===== src/pkg/rfc_pkg.sv =====
// Package with register map, mode codes and timing constants for the flow control block
package rfc_pkg;

   // Register indices on the plain register port
   localparam logic [3:0] RFC_ADDR_TXDATA  = 4'h0;
   localparam logic [3:0] RFC_ADDR_MODE    = 4'h1;
   localparam logic [3:0] RFC_ADDR_RTS     = 4'h2;
   localparam logic [3:0] RFC_ADDR_EXT     = 4'h3;
   localparam logic [3:0] RFC_ADDR_BAUD    = 4'h4;
   localparam logic [3:0] RFC_ADDR_RXFULL  = 4'h5;
   localparam logic [3:0] RFC_ADDR_RXRES   = 4'h6;
   localparam logic [3:0] RFC_ADDR_STATUS  = 4'h7;
   localparam logic [3:0] RFC_ADDR_RXDATA  = 4'h8;
   localparam logic [3:0] RFC_ADDR_TXLEVEL = 4'h9;

   localparam int RFC_DW = 32;

   // Mode numbers
   localparam logic [2:0] RFC_MODE_NONE   = 3'h0;
   localparam logic [2:0] RFC_MODE_MANUAL = 3'h1;
   localparam logic [2:0] RFC_MODE_ACTS   = 3'h2;
   localparam logic [2:0] RFC_MODE_ARTS   = 3'h3;
   localparam logic [2:0] RFC_MODE_FULL   = 3'h4;
   localparam logic [2:0] RFC_MODE_DYN    = 3'h5;
   localparam logic [2:0] RFC_MODE_LAST   = 3'h5;

   // Buffer sizes (entries, log2)
   localparam int RFC_TXAW = 3;
   localparam int RFC_RXAW = 4;

   // Reset values
   localparam logic [15:0] RFC_BAUD_RST   = 16'h01B2;
   localparam logic [7:0]  RFC_EXT_RST    = 8'h00;
   localparam logic [4:0]  RFC_RXFULL_RST = 5'h0C;
   localparam logic [4:0]  RFC_RXRES_RST  = 5'h04;

   // Frame: start + 8 data + stop
   localparam logic [3:0] RFC_FRAME_BITS = 4'hA;

   // System clock frequency in Hz
   localparam int RFC_CLK_HZ = 50000000;

   // Status bit positions
   localparam int RFC_ST_RTS   = 0;
   localparam int RFC_ST_CTS   = 1;
   localparam int RFC_ST_BUSY  = 2;
   localparam int RFC_ST_TXE   = 3;
   localparam int RFC_ST_TXF   = 4;
   localparam int RFC_ST_RXE   = 5;
   localparam int RFC_ST_MODE  = 8;

endpackage


===== src/rtl/rfc_flow_ctl.sv =====
// Serial port with RTS/CTS flow control in six modes
//
// Our own choices: the plain strobed port and the register offsets.
`timescale 1ns/100ps

module rfc_flow_ctl
   import rfc_pkg::*;
(
   input  wire logic              sys_clk,
   input  wire logic              sys_rst,
   input  wire logic [3:0]        reg_addr,
   input  wire logic [RFC_DW-1:0] reg_wdata,
   input  wire logic              reg_wr,
   input  wire logic              reg_rd,
   output logic      [RFC_DW-1:0] reg_rdata,
   input  wire logic              cts_n_pin,
   input  wire logic              rxd_pin,
   output logic                   txd_pin,
   output logic                   rts_n_pin
);

   typedef enum logic [1:0] {RFC_TX_IDLE, RFC_TX_LOAD, RFC_TX_SHIFT, RFC_TX_EXT} rfc_tx_e;

   // Pin synchronisers
   logic        cts_meta_reg;
   logic        cts_sync_reg;
   logic        rxd_meta_reg;
   logic        rxd_sync_reg;

   // Software-visible configuration
   logic [2:0]  flow_control_mode_number_reg;
   logic [2:0]  flow_control_mode_number_next;
   logic        sw_rts_reg;
   logic        sw_rts_next;
   logic [7:0]  ext_bits_reg;
   logic [7:0]  ext_bits_next;
   logic [15:0] baud_div_reg;
   logic [15:0] baud_div_next;
   logic [4:0]  rx_full_lvl_reg;
   logic [4:0]  rx_full_lvl_next;
   logic [4:0]  rx_res_lvl_reg;
   logic [4:0]  rx_res_lvl_next;
   logic [RFC_DW-1:0] rdata_reg;
   logic [RFC_DW-1:0] rdata_next;
   logic        rd_rx_reg;

   // Transmitter
   rfc_tx_e     tx_st_reg;
   rfc_tx_e     tx_st_next;
   logic [15:0] baud_cnt_reg;
   logic [15:0] baud_cnt_next;
   logic [3:0]  bit_cnt_reg;
   logic [3:0]  bit_cnt_next;
   logic [9:0]  tx_sh_reg;
   logic [9:0]  tx_sh_next;
   logic [7:0]  ext_cnt_reg;
   logic [7:0]  ext_cnt_next;
   logic        auto_rts_reg;
   logic        auto_rts_next;
   logic        dyn_rts_reg;
   logic        dyn_rts_next;
   logic        rts_reg;
   logic        rts_next;
   logic        txd_reg;
   logic        txd_next;

   logic        baud_tick;
   logic        cts_ok;
   logic        send_ok;
   logic        tx_pop;
   logic        wr_hit;
   logic        tx_wr;
   logic        rts_wr;
   logic        auto_mode;
   logic        hold_mode;

   logic [7:0]       txf_data;
   logic [RFC_TXAW:0] txf_level;
   logic             txf_empty;
   logic             txf_full;
   logic [7:0]       rxf_data;
   logic [RFC_RXAW:0] rxf_level;
   logic             rxf_empty;
   logic             rxf_full;
   logic             rx_valid;
   logic [7:0]       rx_byte;
   logic             rx_pop;

   // Two flip-flops on every pin input before any logic reads it
   always_ff @(posedge sys_clk)
   begin
      if (sys_rst)
      begin
         cts_meta_reg <= 1'b0;
         cts_sync_reg <= 1'b0;
         rxd_meta_reg <= 1'b1;
         rxd_sync_reg <= 1'b1;
      end
      else
      begin
         cts_meta_reg <= ~cts_n_pin;
         cts_sync_reg <= cts_meta_reg;
         rxd_meta_reg <= rxd_pin;
         rxd_sync_reg <= rxd_meta_reg;
      end
   end

   assign cts_ok = cts_sync_reg;

   // Register writes and reads
   always_comb
   begin
      wr_hit                        = reg_wr;
      tx_wr                         = wr_hit && (reg_addr == RFC_ADDR_TXDATA) && !txf_full;
      rts_wr                        = wr_hit && (reg_addr == RFC_ADDR_RTS);
      flow_control_mode_number_next = flow_control_mode_number_reg;
      sw_rts_next                   = sw_rts_reg;
      ext_bits_next                 = ext_bits_reg;
      baud_div_next                 = baud_div_reg;
      rx_full_lvl_next              = rx_full_lvl_reg;
      rx_res_lvl_next               = rx_res_lvl_reg;
      // Mode writes beyond five are ignored so the mode stays legal
      if (wr_hit && (reg_addr == RFC_ADDR_MODE) && (reg_wdata[2:0] <= RFC_MODE_LAST))
         flow_control_mode_number_next = reg_wdata[2:0];
      if (rts_wr)
      begin
         sw_rts_next = reg_wdata[0];
         if (flow_control_mode_number_reg == RFC_MODE_NONE)
            flow_control_mode_number_next = RFC_MODE_MANUAL;
      end
      if (wr_hit && (reg_addr == RFC_ADDR_EXT))
         ext_bits_next = reg_wdata[7:0];
      if (wr_hit && (reg_addr == RFC_ADDR_BAUD))
         baud_div_next = reg_wdata[15:0];
      if (wr_hit && (reg_addr == RFC_ADDR_RXFULL))
         rx_full_lvl_next = reg_wdata[4:0];
      if (wr_hit && (reg_addr == RFC_ADDR_RXRES))
         rx_res_lvl_next = reg_wdata[4:0];

      rx_pop     = reg_rd && (reg_addr == RFC_ADDR_RXDATA);
      rdata_next = '0;
      if (reg_rd)
      begin
         case (reg_addr)
            RFC_ADDR_MODE:    rdata_next[2:0]  = flow_control_mode_number_reg;
            RFC_ADDR_RTS:     rdata_next[0]    = sw_rts_reg;
            RFC_ADDR_EXT:     rdata_next[7:0]  = ext_bits_reg;
            RFC_ADDR_BAUD:    rdata_next[15:0] = baud_div_reg;
            RFC_ADDR_RXFULL:  rdata_next[4:0]  = rx_full_lvl_reg;
            RFC_ADDR_RXRES:   rdata_next[4:0]  = rx_res_lvl_reg;
            RFC_ADDR_TXLEVEL:
            begin
               rdata_next[RFC_TXAW:0]     = txf_level;
               rdata_next[16+RFC_RXAW:16] = rxf_level;
            end
            RFC_ADDR_STATUS:
            begin
               rdata_next[RFC_ST_RTS]             = rts_reg;
               rdata_next[RFC_ST_CTS]             = cts_ok;
               rdata_next[RFC_ST_BUSY]            = (tx_st_reg != RFC_TX_IDLE);
               rdata_next[RFC_ST_TXE]             = txf_empty;
               rdata_next[RFC_ST_TXF]             = txf_full;
               rdata_next[RFC_ST_RXE]             = rxf_empty;
               rdata_next[RFC_ST_MODE+2:RFC_ST_MODE] = flow_control_mode_number_reg;
            end
            default:          rdata_next = '0;
         endcase
      end
   end

   always_ff @(posedge sys_clk)
   begin
      if (sys_rst)
      begin
         flow_control_mode_number_reg <= RFC_MODE_NONE;
         sw_rts_reg                   <= 1'b0;
         ext_bits_reg                 <= RFC_EXT_RST;
         baud_div_reg                 <= RFC_BAUD_RST;
         rx_full_lvl_reg              <= RFC_RXFULL_RST;
         rx_res_lvl_reg               <= RFC_RXRES_RST;
         rdata_reg                    <= '0;
         rd_rx_reg                    <= 1'b0;
      end
      else
      begin
         flow_control_mode_number_reg <= flow_control_mode_number_next;
         sw_rts_reg                   <= sw_rts_next;
         ext_bits_reg                 <= ext_bits_next;
         baud_div_reg                 <= baud_div_next;
         rx_full_lvl_reg              <= rx_full_lvl_next;
         rx_res_lvl_reg               <= rx_res_lvl_next;
         rdata_reg                    <= rdata_next;
         rd_rx_reg                    <= rx_pop;
      end
   end

   // Receive data come from the FIFO's own read register, one cycle after the strobe
   assign reg_rdata = rd_rx_reg ? {{(RFC_DW-8){1'b0}}, rxf_data} : rdata_reg;

   rfc_fifo #(.AW(RFC_TXAW)) u_txf
   (
      .sys_clk (sys_clk),
      .sys_rst (sys_rst),
      .wr_en   (tx_wr),
      .wr_data (reg_wdata[7:0]),
      .rd_en   (tx_pop),
      .rd_data (txf_data),
      .level   (txf_level),
      .empty   (txf_empty),
      .full    (txf_full)
   );

   rfc_fifo #(.AW(RFC_RXAW)) u_rxf
   (
      .sys_clk (sys_clk),
      .sys_rst (sys_rst),
      .wr_en   (rx_valid),
      .wr_data (rx_byte),
      .rd_en   (rx_pop),
      .rd_data (rxf_data),
      .level   (rxf_level),
      .empty   (rxf_empty),
      .full    (rxf_full)
   );

   rfc_rx u_rx
   (
      .sys_clk    (sys_clk),
      .sys_rst    (sys_rst),
      .rxd_sync   (rxd_sync_reg),
      .baud_div   (baud_div_reg),
      .byte_valid (rx_valid),
      .byte_data  (rx_byte)
   );

   // Transmitter, CTS gating and RTS selection
   always_comb
   begin
      auto_mode = (flow_control_mode_number_reg == RFC_MODE_ARTS) ||
                  (flow_control_mode_number_reg == RFC_MODE_FULL);
      hold_mode = auto_mode || (flow_control_mode_number_reg == RFC_MODE_NONE);
      case (flow_control_mode_number_reg)
         RFC_MODE_ACTS,
         RFC_MODE_FULL,
         RFC_MODE_DYN: send_ok = cts_ok;
         default:      send_ok = 1'b1;
      endcase
      baud_tick     = (baud_cnt_reg == 16'h0000);
      baud_cnt_next = baud_tick ? baud_div_reg : baud_cnt_reg - 16'h0001;
      tx_st_next    = tx_st_reg;
      bit_cnt_next  = bit_cnt_reg;
      tx_sh_next    = tx_sh_reg;
      ext_cnt_next  = ext_cnt_reg;
      txd_next      = txd_reg;
      tx_pop        = 1'b0;
      auto_rts_next = auto_rts_reg;
      if (tx_wr && hold_mode)
         auto_rts_next = 1'b1;
      case (tx_st_reg)
         RFC_TX_IDLE:
            // CTS is checked only between characters; a frame in flight finishes
            if (!txf_empty && send_ok)
            begin
               tx_pop     = 1'b1;
               tx_st_next = RFC_TX_LOAD;
            end
            else if (txf_empty && !tx_wr && auto_rts_reg && hold_mode)
               auto_rts_next = 1'b0;
         RFC_TX_LOAD:
         begin
            tx_sh_next    = {1'b1, txf_data, 1'b0};
            bit_cnt_next  = RFC_FRAME_BITS;
            baud_cnt_next = 16'h0000;
            tx_st_next    = RFC_TX_SHIFT;
         end
         RFC_TX_SHIFT:
            if (baud_tick)
            begin
               if (bit_cnt_reg == 4'h0)
               begin
                  // Last stop bit is out; extension runs only when no more data waits
                  ext_cnt_next = ext_bits_reg;
                  if (!txf_empty || ext_bits_reg == 8'h00 ||
                      flow_control_mode_number_reg == RFC_MODE_NONE)
                     tx_st_next = RFC_TX_IDLE;
                  else
                     tx_st_next = RFC_TX_EXT;
               end
               else
               begin
                  txd_next     = tx_sh_reg[0];
                  tx_sh_next   = {1'b1, tx_sh_reg[9:1]};
                  bit_cnt_next = bit_cnt_reg - 4'h1;
               end
            end
         RFC_TX_EXT:
            if (!txf_empty)
               tx_st_next = RFC_TX_IDLE;
            else if (baud_tick)
            begin
               ext_cnt_next = ext_cnt_reg - 8'h01;
               if (ext_cnt_reg == 8'h01)
                  tx_st_next = RFC_TX_IDLE;
            end
         default:
            tx_st_next = RFC_TX_IDLE;
      endcase

      // Hysteresis on receive occupancy
      dyn_rts_next = dyn_rts_reg;
      if ({1'b0, rxf_level} >= {1'b0, rx_full_lvl_reg} || rxf_full)
         dyn_rts_next = 1'b0;
      else if ({1'b0, rxf_level} <= {1'b0, rx_res_lvl_reg})
         dyn_rts_next = 1'b1;

      case (flow_control_mode_number_reg)
         RFC_MODE_NONE:   rts_next = auto_rts_reg || (tx_st_reg != RFC_TX_IDLE);
         RFC_MODE_MANUAL,
         RFC_MODE_ACTS:   rts_next = sw_rts_reg;
         RFC_MODE_ARTS,
         RFC_MODE_FULL:   rts_next = sw_rts_reg || auto_rts_reg || (tx_st_reg != RFC_TX_IDLE);
         RFC_MODE_DYN:    rts_next = dyn_rts_reg;
         default:         rts_next = 1'b0;
      endcase
   end

   always_ff @(posedge sys_clk)
   begin
      if (sys_rst)
      begin
         tx_st_reg    <= RFC_TX_IDLE;
         baud_cnt_reg <= 16'h0000;
         bit_cnt_reg  <= 4'h0;
         tx_sh_reg    <= 10'h3FF;
         ext_cnt_reg  <= 8'h00;
         auto_rts_reg <= 1'b0;
         dyn_rts_reg  <= 1'b1;
         rts_reg      <= 1'b0;
         txd_reg      <= 1'b1;
      end
      else
      begin
         tx_st_reg    <= tx_st_next;
         baud_cnt_reg <= baud_cnt_next;
         bit_cnt_reg  <= bit_cnt_next;
         tx_sh_reg    <= tx_sh_next;
         ext_cnt_reg  <= ext_cnt_next;
         auto_rts_reg <= auto_rts_next;
         dyn_rts_reg  <= dyn_rts_next;
         rts_reg      <= rts_next;
         txd_reg      <= txd_next;
      end
   end

   // Line levels: RTS and CTS are active low on the pins
   assign rts_n_pin = ~rts_reg;
   assign txd_pin   = txd_reg;

endmodule // rfc_flow_ctl


===== src/rtl/rfc_fifo.sv =====
// Small synchronous FIFO with registered read data
`timescale 1ns/100ps
module rfc_fifo
   import rfc_pkg::*;
#(
   parameter int AW = 3
)
(
   input  wire logic          sys_clk,
   input  wire logic          sys_rst,
   input  wire logic          wr_en,
   input  wire logic [7:0]    wr_data,
   input  wire logic          rd_en,
   output logic      [7:0]    rd_data,
   output logic      [AW:0]   level,
   output logic               empty,
   output logic               full
);

   logic [7:0]  mem_reg [0:(1<<AW)-1];
   logic [AW:0] wp_reg;
   logic [AW:0] wp_next;
   logic [AW:0] rp_reg;
   logic [AW:0] rp_next;
   logic [7:0]  rd_data_reg;
   logic [7:0]  rd_data_next;
   logic        do_wr;
   logic        do_rd;

   always_comb
   begin
      do_wr        = wr_en && !full;
      do_rd        = rd_en && !empty;
      wp_next      = wp_reg + (AW+1)'(do_wr);
      rp_next      = rp_reg + (AW+1)'(do_rd);
      rd_data_next = do_rd ? mem_reg[rp_reg[AW-1:0]] : rd_data_reg;
   end

   always_ff @(posedge sys_clk)
   begin
      if (sys_rst)
      begin
         wp_reg      <= '0;
         rp_reg      <= '0;
         rd_data_reg <= 8'h00;
      end
      else
      begin
         wp_reg      <= wp_next;
         rp_reg      <= rp_next;
         rd_data_reg <= rd_data_next;
      end
   end

   // Storage needs no reset; it is gated by the pointers
   always_ff @(posedge sys_clk)
   begin
      if (do_wr)
         mem_reg[wp_reg[AW-1:0]] <= wr_data;
   end

   assign level   = wp_reg - rp_reg;
   assign empty   = (wp_reg == rp_reg);
   assign full    = (wp_reg[AW] != rp_reg[AW]) && (wp_reg[AW-1:0] == rp_reg[AW-1:0]);
   assign rd_data = rd_data_reg;

endmodule // rfc_fifo


===== src/rtl/rfc_rx.sv =====
// Serial receiver: 8N1 frames into a byte strobe
`timescale 1ns/100ps
module rfc_rx
   import rfc_pkg::*;
(
   input  wire logic          sys_clk,
   input  wire logic          sys_rst,
   input  wire logic          rxd_sync,
   input  wire logic [15:0]   baud_div,
   output logic               byte_valid,
   output logic      [7:0]    byte_data
);

   typedef enum logic [1:0] {RFC_RX_IDLE, RFC_RX_BITS, RFC_RX_STOP} rfc_rx_e;

   rfc_rx_e     st_reg;
   rfc_rx_e     st_next;
   logic [15:0] cnt_reg;
   logic [15:0] cnt_next;
   logic [2:0]  bit_reg;
   logic [2:0]  bit_next;
   logic [7:0]  sh_reg;
   logic [7:0]  sh_next;
   logic        vld_reg;
   logic        vld_next;

   always_comb
   begin
      st_next  = st_reg;
      cnt_next = cnt_reg;
      bit_next = bit_reg;
      sh_next  = sh_reg;
      vld_next = 1'b0;
      case (st_reg)
         RFC_RX_IDLE:
            if (!rxd_sync)
            begin
               // Wait one and a half bits to land mid bit 0
               cnt_next = baud_div + {1'b0, baud_div[15:1]};
               bit_next = 3'h0;
               st_next  = RFC_RX_BITS;
            end
         RFC_RX_BITS:
            if (cnt_reg != 16'h0000)
               cnt_next = cnt_reg - 16'h0001;
            else
            begin
               sh_next  = {rxd_sync, sh_reg[7:1]};
               cnt_next = baud_div;
               bit_next = bit_reg + 3'h1;
               if (bit_reg == 3'h7)
                  st_next = RFC_RX_STOP;
            end
         RFC_RX_STOP:
            if (cnt_reg != 16'h0000)
               cnt_next = cnt_reg - 16'h0001;
            else
            begin
               vld_next = rxd_sync;
               st_next  = RFC_RX_IDLE;
            end
         default:
            st_next = RFC_RX_IDLE;
      endcase
   end

   always_ff @(posedge sys_clk)
   begin
      if (sys_rst)
      begin
         st_reg  <= RFC_RX_IDLE;
         cnt_reg <= 16'h0000;
         bit_reg <= 3'h0;
         sh_reg  <= 8'h00;
         vld_reg <= 1'b0;
      end
      else
      begin
         st_reg  <= st_next;
         cnt_reg <= cnt_next;
         bit_reg <= bit_next;
         sh_reg  <= sh_next;
         vld_reg <= vld_next;
      end
   end

   assign byte_valid = vld_reg;
   assign byte_data  = sh_reg;

endmodule // rfc_rx


===== config.mk =====
export PLATFORM = sky130hd
export DESIGN_NAME = rfc_flow_ctl
export DESIGN_NICKNAME = d
export VERILOG_FILES = /design/src/pkg/rfc_pkg.sv /design/src/rtl/rfc_flow_ctl.sv /design/src/rtl/rfc_fifo.sv /design/src/rtl/rfc_rx.sv
export SDC_FILE = /design/constraint.sdc
export NUM_CORES = 1
export LEC_CHECK = 0
export ABC_AREA = 1
export CAP_MARGIN = 30
export CORE_ASPECT_RATIO = 2
export CORE_MARGIN = 2
export CORE_UTILIZATION = 25
export DETAILED_ROUTE_END_ITERATION = 10
export DONT_BUFFER_PORTS = 1
export PLACE_DENSITY = 0.39
export RECOVER_POWER = 50
export SLEW_MARGIN = 5
export SYNTH_ARGS = -nofsm -noshare
export SYNTH_HDL_FRONTEND = slang
export SYNTH_SLANG_ARGS = --single-unit

===== constraint.sdc =====
create_clock -name sys_clk -period 6.4 [get_ports sys_clk]
set_input_delay 0.32 -clock sys_clk [delete_from_list [all_inputs] [get_ports sys_clk]]
set_output_delay 0.32 -clock sys_clk [all_outputs]
set_load 0.05 [all_outputs]

# == After elaboration in Yosys (flattened, before gate mapping) ==
# Memory sizes are Yosys's and may differ from the RTL's. A register that Yosys moved wholly into a read port is not among the register bits.
# Cells that the tools add are included.
# op_classes
add_sub_neg,12
n_lt_le_gt_ge,3
n_eq_ne,40
n_mux,57
n_bitwise,8
reduce_logical,64
# op_table
op,n
two-way mux 16 bit,4
case mux 16 bit (3 select lines),1
two-way mux 32 bit,1
two-way mux 8 bit,4
subtractor 16 x 1 -> 16 bit (second input constant),2
two-way mux 2 bit,11
logical AND 1 bit,21
two-way mux 10 bit,2
case mux 10 bit (2 select lines),1
!= test 2 bit (second input constant),9
adder 16 x 15 -> 16 bit,1
== test 4 x 3 -> 1 bit (second input constant),4
logical NOT 16 bit,1
case mux 8 bit (2 select lines),1
nonzero test 16 bit,1
two-way mux 3 bit,5
case mux 2 bit (7 select lines),1
two-way mux 1 bit,13
case mux 3 bit (2 select lines),2
AND reduction 3 bit,4
OR reduction 3 bit,4
adder 5 x 1 -> 5 bit,2
AND reduction 5 bit,2
nonzero test 2 bit,5
45 further kinds,82
# word_totals
ff_bits,167
mem_bits_rw,192
input_bits,42
out_inout_bits,34
wordCells,219
mem_count,2
# memory_table
name,depth,width,read_ports,rd_clocked_by_memory_dff,write_ports,line,source
u_rxf.mem_reg,16,8,1,1,1,rfc_fifo.sv:20,logic [7:0] mem_reg [0:(1<<AW)-1];
u_txf.mem_reg,8,8,1,1,1,rfc_fifo.sv:20,

# == Logic depth before layout (Yosys ltp) ==
# logic_depth
depth_word,11
depth_mapped,17
ltp_nobuf,17

# == Hierarchy ==
# A second synthesis with hierarchy kept.
# unflattened
hier_cells,2235
area_unflattened_um2,18271.3
# by_module_without_submodules
module,n_inst,cells_each,area_per_inst_um2,seq_area_each_um2
rfc_fifo at u_rxf,1,651,6480.0,4204.0
rfc_flow_ctl,1,763,5370.2,2142.1
rfc_fifo at u_txf,1,351,3540.9,2242.2
rfc_rx,1,470,2880.3,600.6

# == Worst setup path before layout ==
# OpenSTA, ideal clock, no wires.
# synth_path
kind,register -> register
start,reg u_txf.rp_reg[1]
end,mem u_txf.mem_reg[0][0] (enable)
setup_ns,0.383
arrival_time_ns,2.232
required_ns,6.017
slack_ns,3.785
path_stages_with_launch,9
path_buffers,1
period_less_slack_ns,2.615
cell_sequence,dfxtp_1 > inv_1 > clkbuf_1 > ha_1 > nand3_1 > nor2_1 > nor4_2 > nand2_1 > nor3_1
# synth_via
elab_chain_len,7
# synth_rtl
element,line,source
from (decl),rfc_fifo.sv:23,logic [AW:0] rp_reg;
from (signal assigned),rfc_fifo.sv:50,rp_reg <= rp_next;
== test 3 bit (*),rfc_fifo.sv:64,assign full = (wp_reg[AW] != rp_reg[AW]) && (wp_reg[AW-1:0] == rp_reg[AW-1:0]);
logical AND 1 bit (*),rfc_fifo.sv:64,
logical NOT 1 bit (*),"rfc_flow_ctl.sv:114, rfc_fifo.sv:32",
logical AND 1 bit,rfc_flow_ctl.sv:114,tx_wr = wr_hit && (reg_addr == RFC_ADDR_TXDATA) && !txf_full;
logical AND 1 bit (*),rfc_fifo.sv:32,do_wr = wr_en && !full;
two-way mux 1 bit (*),rfc_fifo.sv:58,if (do_wr)
two-way mux 1 bit (implied by the code) (*),rfc_fifo.sv:59,mem_reg[wp_reg[AW-1:0]] <= wr_data;
to (decl),rfc_fifo.sv:20,
# Every way passes the cells marked *; elsewhere a longest branch is shown, timed or not.

# == Final worst setup path ==
# layout_path
start,reg u_txf.rp_reg[0]
end,mem u_txf.mem_reg[3][1] (enable)
# The elaborated chain is that of the path after synthesis.

==> impl_metrics.py <==
metrics = {
    "outcome": {
        "status": "finished with violations",
        "violations": "capacitance limit, slew limit",
    },
    "global_routing": {
        "use_met1_pct": 15.22,
        "busiest_layer": "met2",
        "antenna_found_initial": 0,
        "grt_pass1_wl_mm": 81.71,
        "use_met3_pct": 1.445,
        "grtUsageTotal_pct": 15.30,
        "grt_max_degree": 68,
        "grtUsageMet2_pct": 31.27,
        "overflow": 0,
        "grt_pass1_vias": 13590,
    },
    "pwr": {
        "vdd_drop_max_v": 0.0001543,
        "cellLeakagePower_nw": 7.506,
        "power_frac_clock_pct": 34.1,
        "p_sw_w": 0.002246,
        "pwr-share-seq_pct": 41.7,
        "swShare_pct": 33.54,
        "combPwrFrac_pct": 24.2,
        "total_power_w": 0.006698,
        "p_per_area_nw_per_um2": 343.9,
        "p_int_w": 0.004452,
    },
    "final_layout": {
        "largest_reg_flops": 128,
        "multi_input_area_um2": 6744,
        "layout.nets": 2055,
        "n_fill_cell": 7163,
        "fin_util_pct": 28.76,
        "insertedDiodeCount": 0,
        "seq_area_um2": 9189,
        "area_delta_synth_final_pct": 13.86,
        "layout-drive-gt1-share_pct": 6.096,
    },
    "drt": {
        "drc": 0,
        "routed_wl_mm": 54.20,
        "num_vias": 13150,
        "drtIter0Drc": 768,
        "wl_per_cell_um": 18.85,
        "drt-vias-per-instance": 4.572,
        "antenna_left": 0,
        "dr.pass1.iters": 5,
    },
    "timing": {
        "slew_viol_final": 47,
        "min_period_over_period_pct": 59.28,
        "finClkSkew_ns": 0.01856,
        "setup_tns_ns": 0,
        "rsz0062_at_grt": "no",
        "whs_ns": 0.07168,
        "setup-violations-final": 0,
        "slew_headroom_pct": -40.01,
        "max_freq_mhz": 263.6,
        "min_period_ns": 3.794,
        "finalHoldViolations": 0,
        "worstMarginPinSlew_ns": 2.100,
    },
    "placed_design": {
        "port_buffers": 0,
        "dp.final_hpwl_mm": 39.56,
        "gp_congestion": 0.8057,
    },
    "die": {
        "initial_core_util_pct": 25.26,
        "die_area_um2": 70670,
        "fp.coreArea_um2": 67730,
        "std_cell_rows": 135,
        "dieHeight_um": 373.9,
        "ios": 76,
        "die_w_um": 189.0,
    },
    "critical_path": {
        "critPathCaptureType": "register",
        "path_max_fanout": 35,
        "startpoint_type": "register",
        "cp_slowest_cell": "clkbuf_1",
        "path_class": "register to register",
        "cp_data_required_time_ns": 6.67,
        "slowest_delay_ns": 1.04,
        "cp.arrival_ns": 4.06,
        "crit_buf_inv": 2,
        "critical_path.cell_chain": "clkbuf_1 -> ha_1 -> nand3_1 -> nor2_1 -> nor4_2 -> nand2_1 -> nor3_1 -> buf_4",
        "crit_family": "simple AND/OR/NAND/NOR gates",
    },
    "flow_run": {
        "cap_violations": 1,
    },
    "logic_synthesis": {
        "synth_flop_cell": "edfxtp_1",
        "postSynth.asyncResetShare_pct": 0,
        "synth_seq_cells": 363,
        "synth-seq-area-share_pct": 53.71,
        "ys_warn_count": 0,
        "synth_edf_count": 192,
        "syn_inst": 1946,
        "synth_area_um2": 17110,
        "syn_avg_cell_area_um2": 8.791,
        "yosys.cell_types.count": 52,
    },
    "clock_tree": {
        "cts_tree": "built",
        "cts_made_buffers": 36,
        "clock_path_buffers": 3,
        "cts.clk_slew.worst_paths_ns": 0.07,
        "root_buffer": "clkbuf_16",
        "clock_sinks": 363,
        "htreeDepth": 2,
        "clk_latency_ns": 0.56,
    },
    "min_path": {
        "hp-class": "primary input to register",
    },
}
[final timing paths]
kind | startpoint | endpoint | slack [ns] | depth (start not counted)
setup / recovery | u_txf.rp_reg[0]$_SDFF_PP0_ | u_txf.mem_reg[3][1]$_DFFE_PP_ | 2.61 | 8
hold reg to reg | cts_meta_reg$_SDFF_PP0_ | cts_ok$_SDFF_PP0_ | 0.44 | 2
setup reg to reg | u_txf.rp_reg[0]$_SDFF_PP0_ | u_txf.mem_reg[3][1]$_DFFE_PP_ | 2.61 | 8
hold / removal | reg_wdata[0] | rx_res_lvl_reg[0]$_SDFFE_PP0P_ | 0.07 | 2
[worst register-to-register path, cell delays in order (launching register included)]
cell and delay, ns:
dfxtp_1 0.30, clkbuf_1 1.04, ha_1 0.46, nand3_1 0.11
nor2_1 0.09, nor4_2 0.40, nand2_1 0.23, nor3_1 0.61
buf_4 0.27
[cell usage in the layout (no fill, tap or decap), drive strengths merged]
cell type	Yosys	routed
nor2	311	311
nand2	306	306
o21ai	221	221
inv	209	209
edfxtp	192	192
dfxtp	171	171
a21oi	114	114
nand3	74	74
o22ai	55	55
ha	53	53
clkbuf	50	52
dlygate4sd3	0	24
a31oi	21	21
nor3	20	20
xor2	18	18
o211ai	16	16
clkinv	3	16
nand4	13	13
buf	31	13
conb	1	11
xnor2	10	10
o31ai	10	10
mux2	8	8
or2	7	7
o32ai	5	5
o221ai	5	5
bufinv	0	5
a211oi	4	4
o21bai	3	3
nand3b	3	3
fa	3	3
clkinvlp	0	3
nor4	3	3
o21a	2	2
a21boi	2	2
a22oi	1	1
and2	1	1
[per-layer routing]
layer	share of wire [%]	vias to the layer above
li1	-	6603
met1	37	6245
met2	57	205
met3	2.3	92
met4	4.0	0
met5	0	-
[per-stage QoR]
| step | worst slack (ns) | instances | area (um^2) |
|---|---|---|---|
| 6_report | 2.606 | 2875 | 19480 |
| 5_1_grt | 2.302 | 2875 | 19480 |
| 4_1_cts | 2.870 | 2875 | 19550 |
| 3_5_place_dp | 2.848 | 2784 | 18030 |
| 3_3_place_gp | 2.723 | 2775 | 17940 |
| 2_1_floorplan | 3.785 | 1956 | 17150 |
[kinds of logic (layout without fill, tap and decap cells)]
group	Yosys count	after routing	synth area share [%]
and+or+nand+nor	738	738	17.98
AOI/OAI and AO/OA	459	459	15.10
DFF	363	363	53.71
buffers and inverters	293	322	6.999
adders and majority gates	56	56	4.227
xor gates and xnor gates	28	28	1.433
muxes	8	8	0.5266
other	1	11	0.02192
[repair_timing]
item | CTS | global route
setup buffers | 0 | 0
hold endpoints to repair | 141 | 0
resized for setup | 0 | 0
hold buffers | 25 | 0
[area by class of cell]
cell class | instances | share of cell area [%]
repair buffers | 44 | 1.978
multi-input cells | 1300 | 34.62
inverters | 212 | 4.092
well taps | 890 | 5.717
flip-flops and latches | 363 | 47.17
clock buffers | 45 | 5.068
clock inverters | 21 | 1.349
[synthesized netlist by cell type, types with 6 or more instances]
cell type,count,area (um^2)
xnor2_1,10,87.58
nand3_1,72,360.4
nand2_1,299,1122
buf_4,12,90.09
o21ai_0,214,1071
edfxtp_1,192,5766
xor2_1,18,157.7
inv_1,202,758.2
o31ai_2,7,87.58
nor3_1,20,100.1
nand2_2,6,37.54
a21oi_1,112,560.5
o22ai_1,55,344.1
dfxtp_1,171,3423
nor2_2,10,62.56
nor2_1,295,1107
nand4_1,13,81.33
or2_2,7,43.79
inv_2,6,22.52
clkbuf_1,50,187.7
o211ai_1,16,120.1
a31oi_1,21,131.4
mux2_2,8,90.09
ha_1,53,663.1
buf_2,12,60.06
[power by group through the flow]
stage | clock (W) | sequential (W) | combinational, W
detailed placement | 0 | 0.00285 | 0.00160
global placement | 0 | 0.00285 | 0.00160
global route | 0.00242 | 0.00282 | 0.00186
finish | 0.00228 | 0.00280 | 0.00162
floorplan | 0 | 0.00279 | 0.00127
CTS | 0.00236 | 0.00280 | 0.00165
Note: power is estimated with default switching activity, not from simulation.
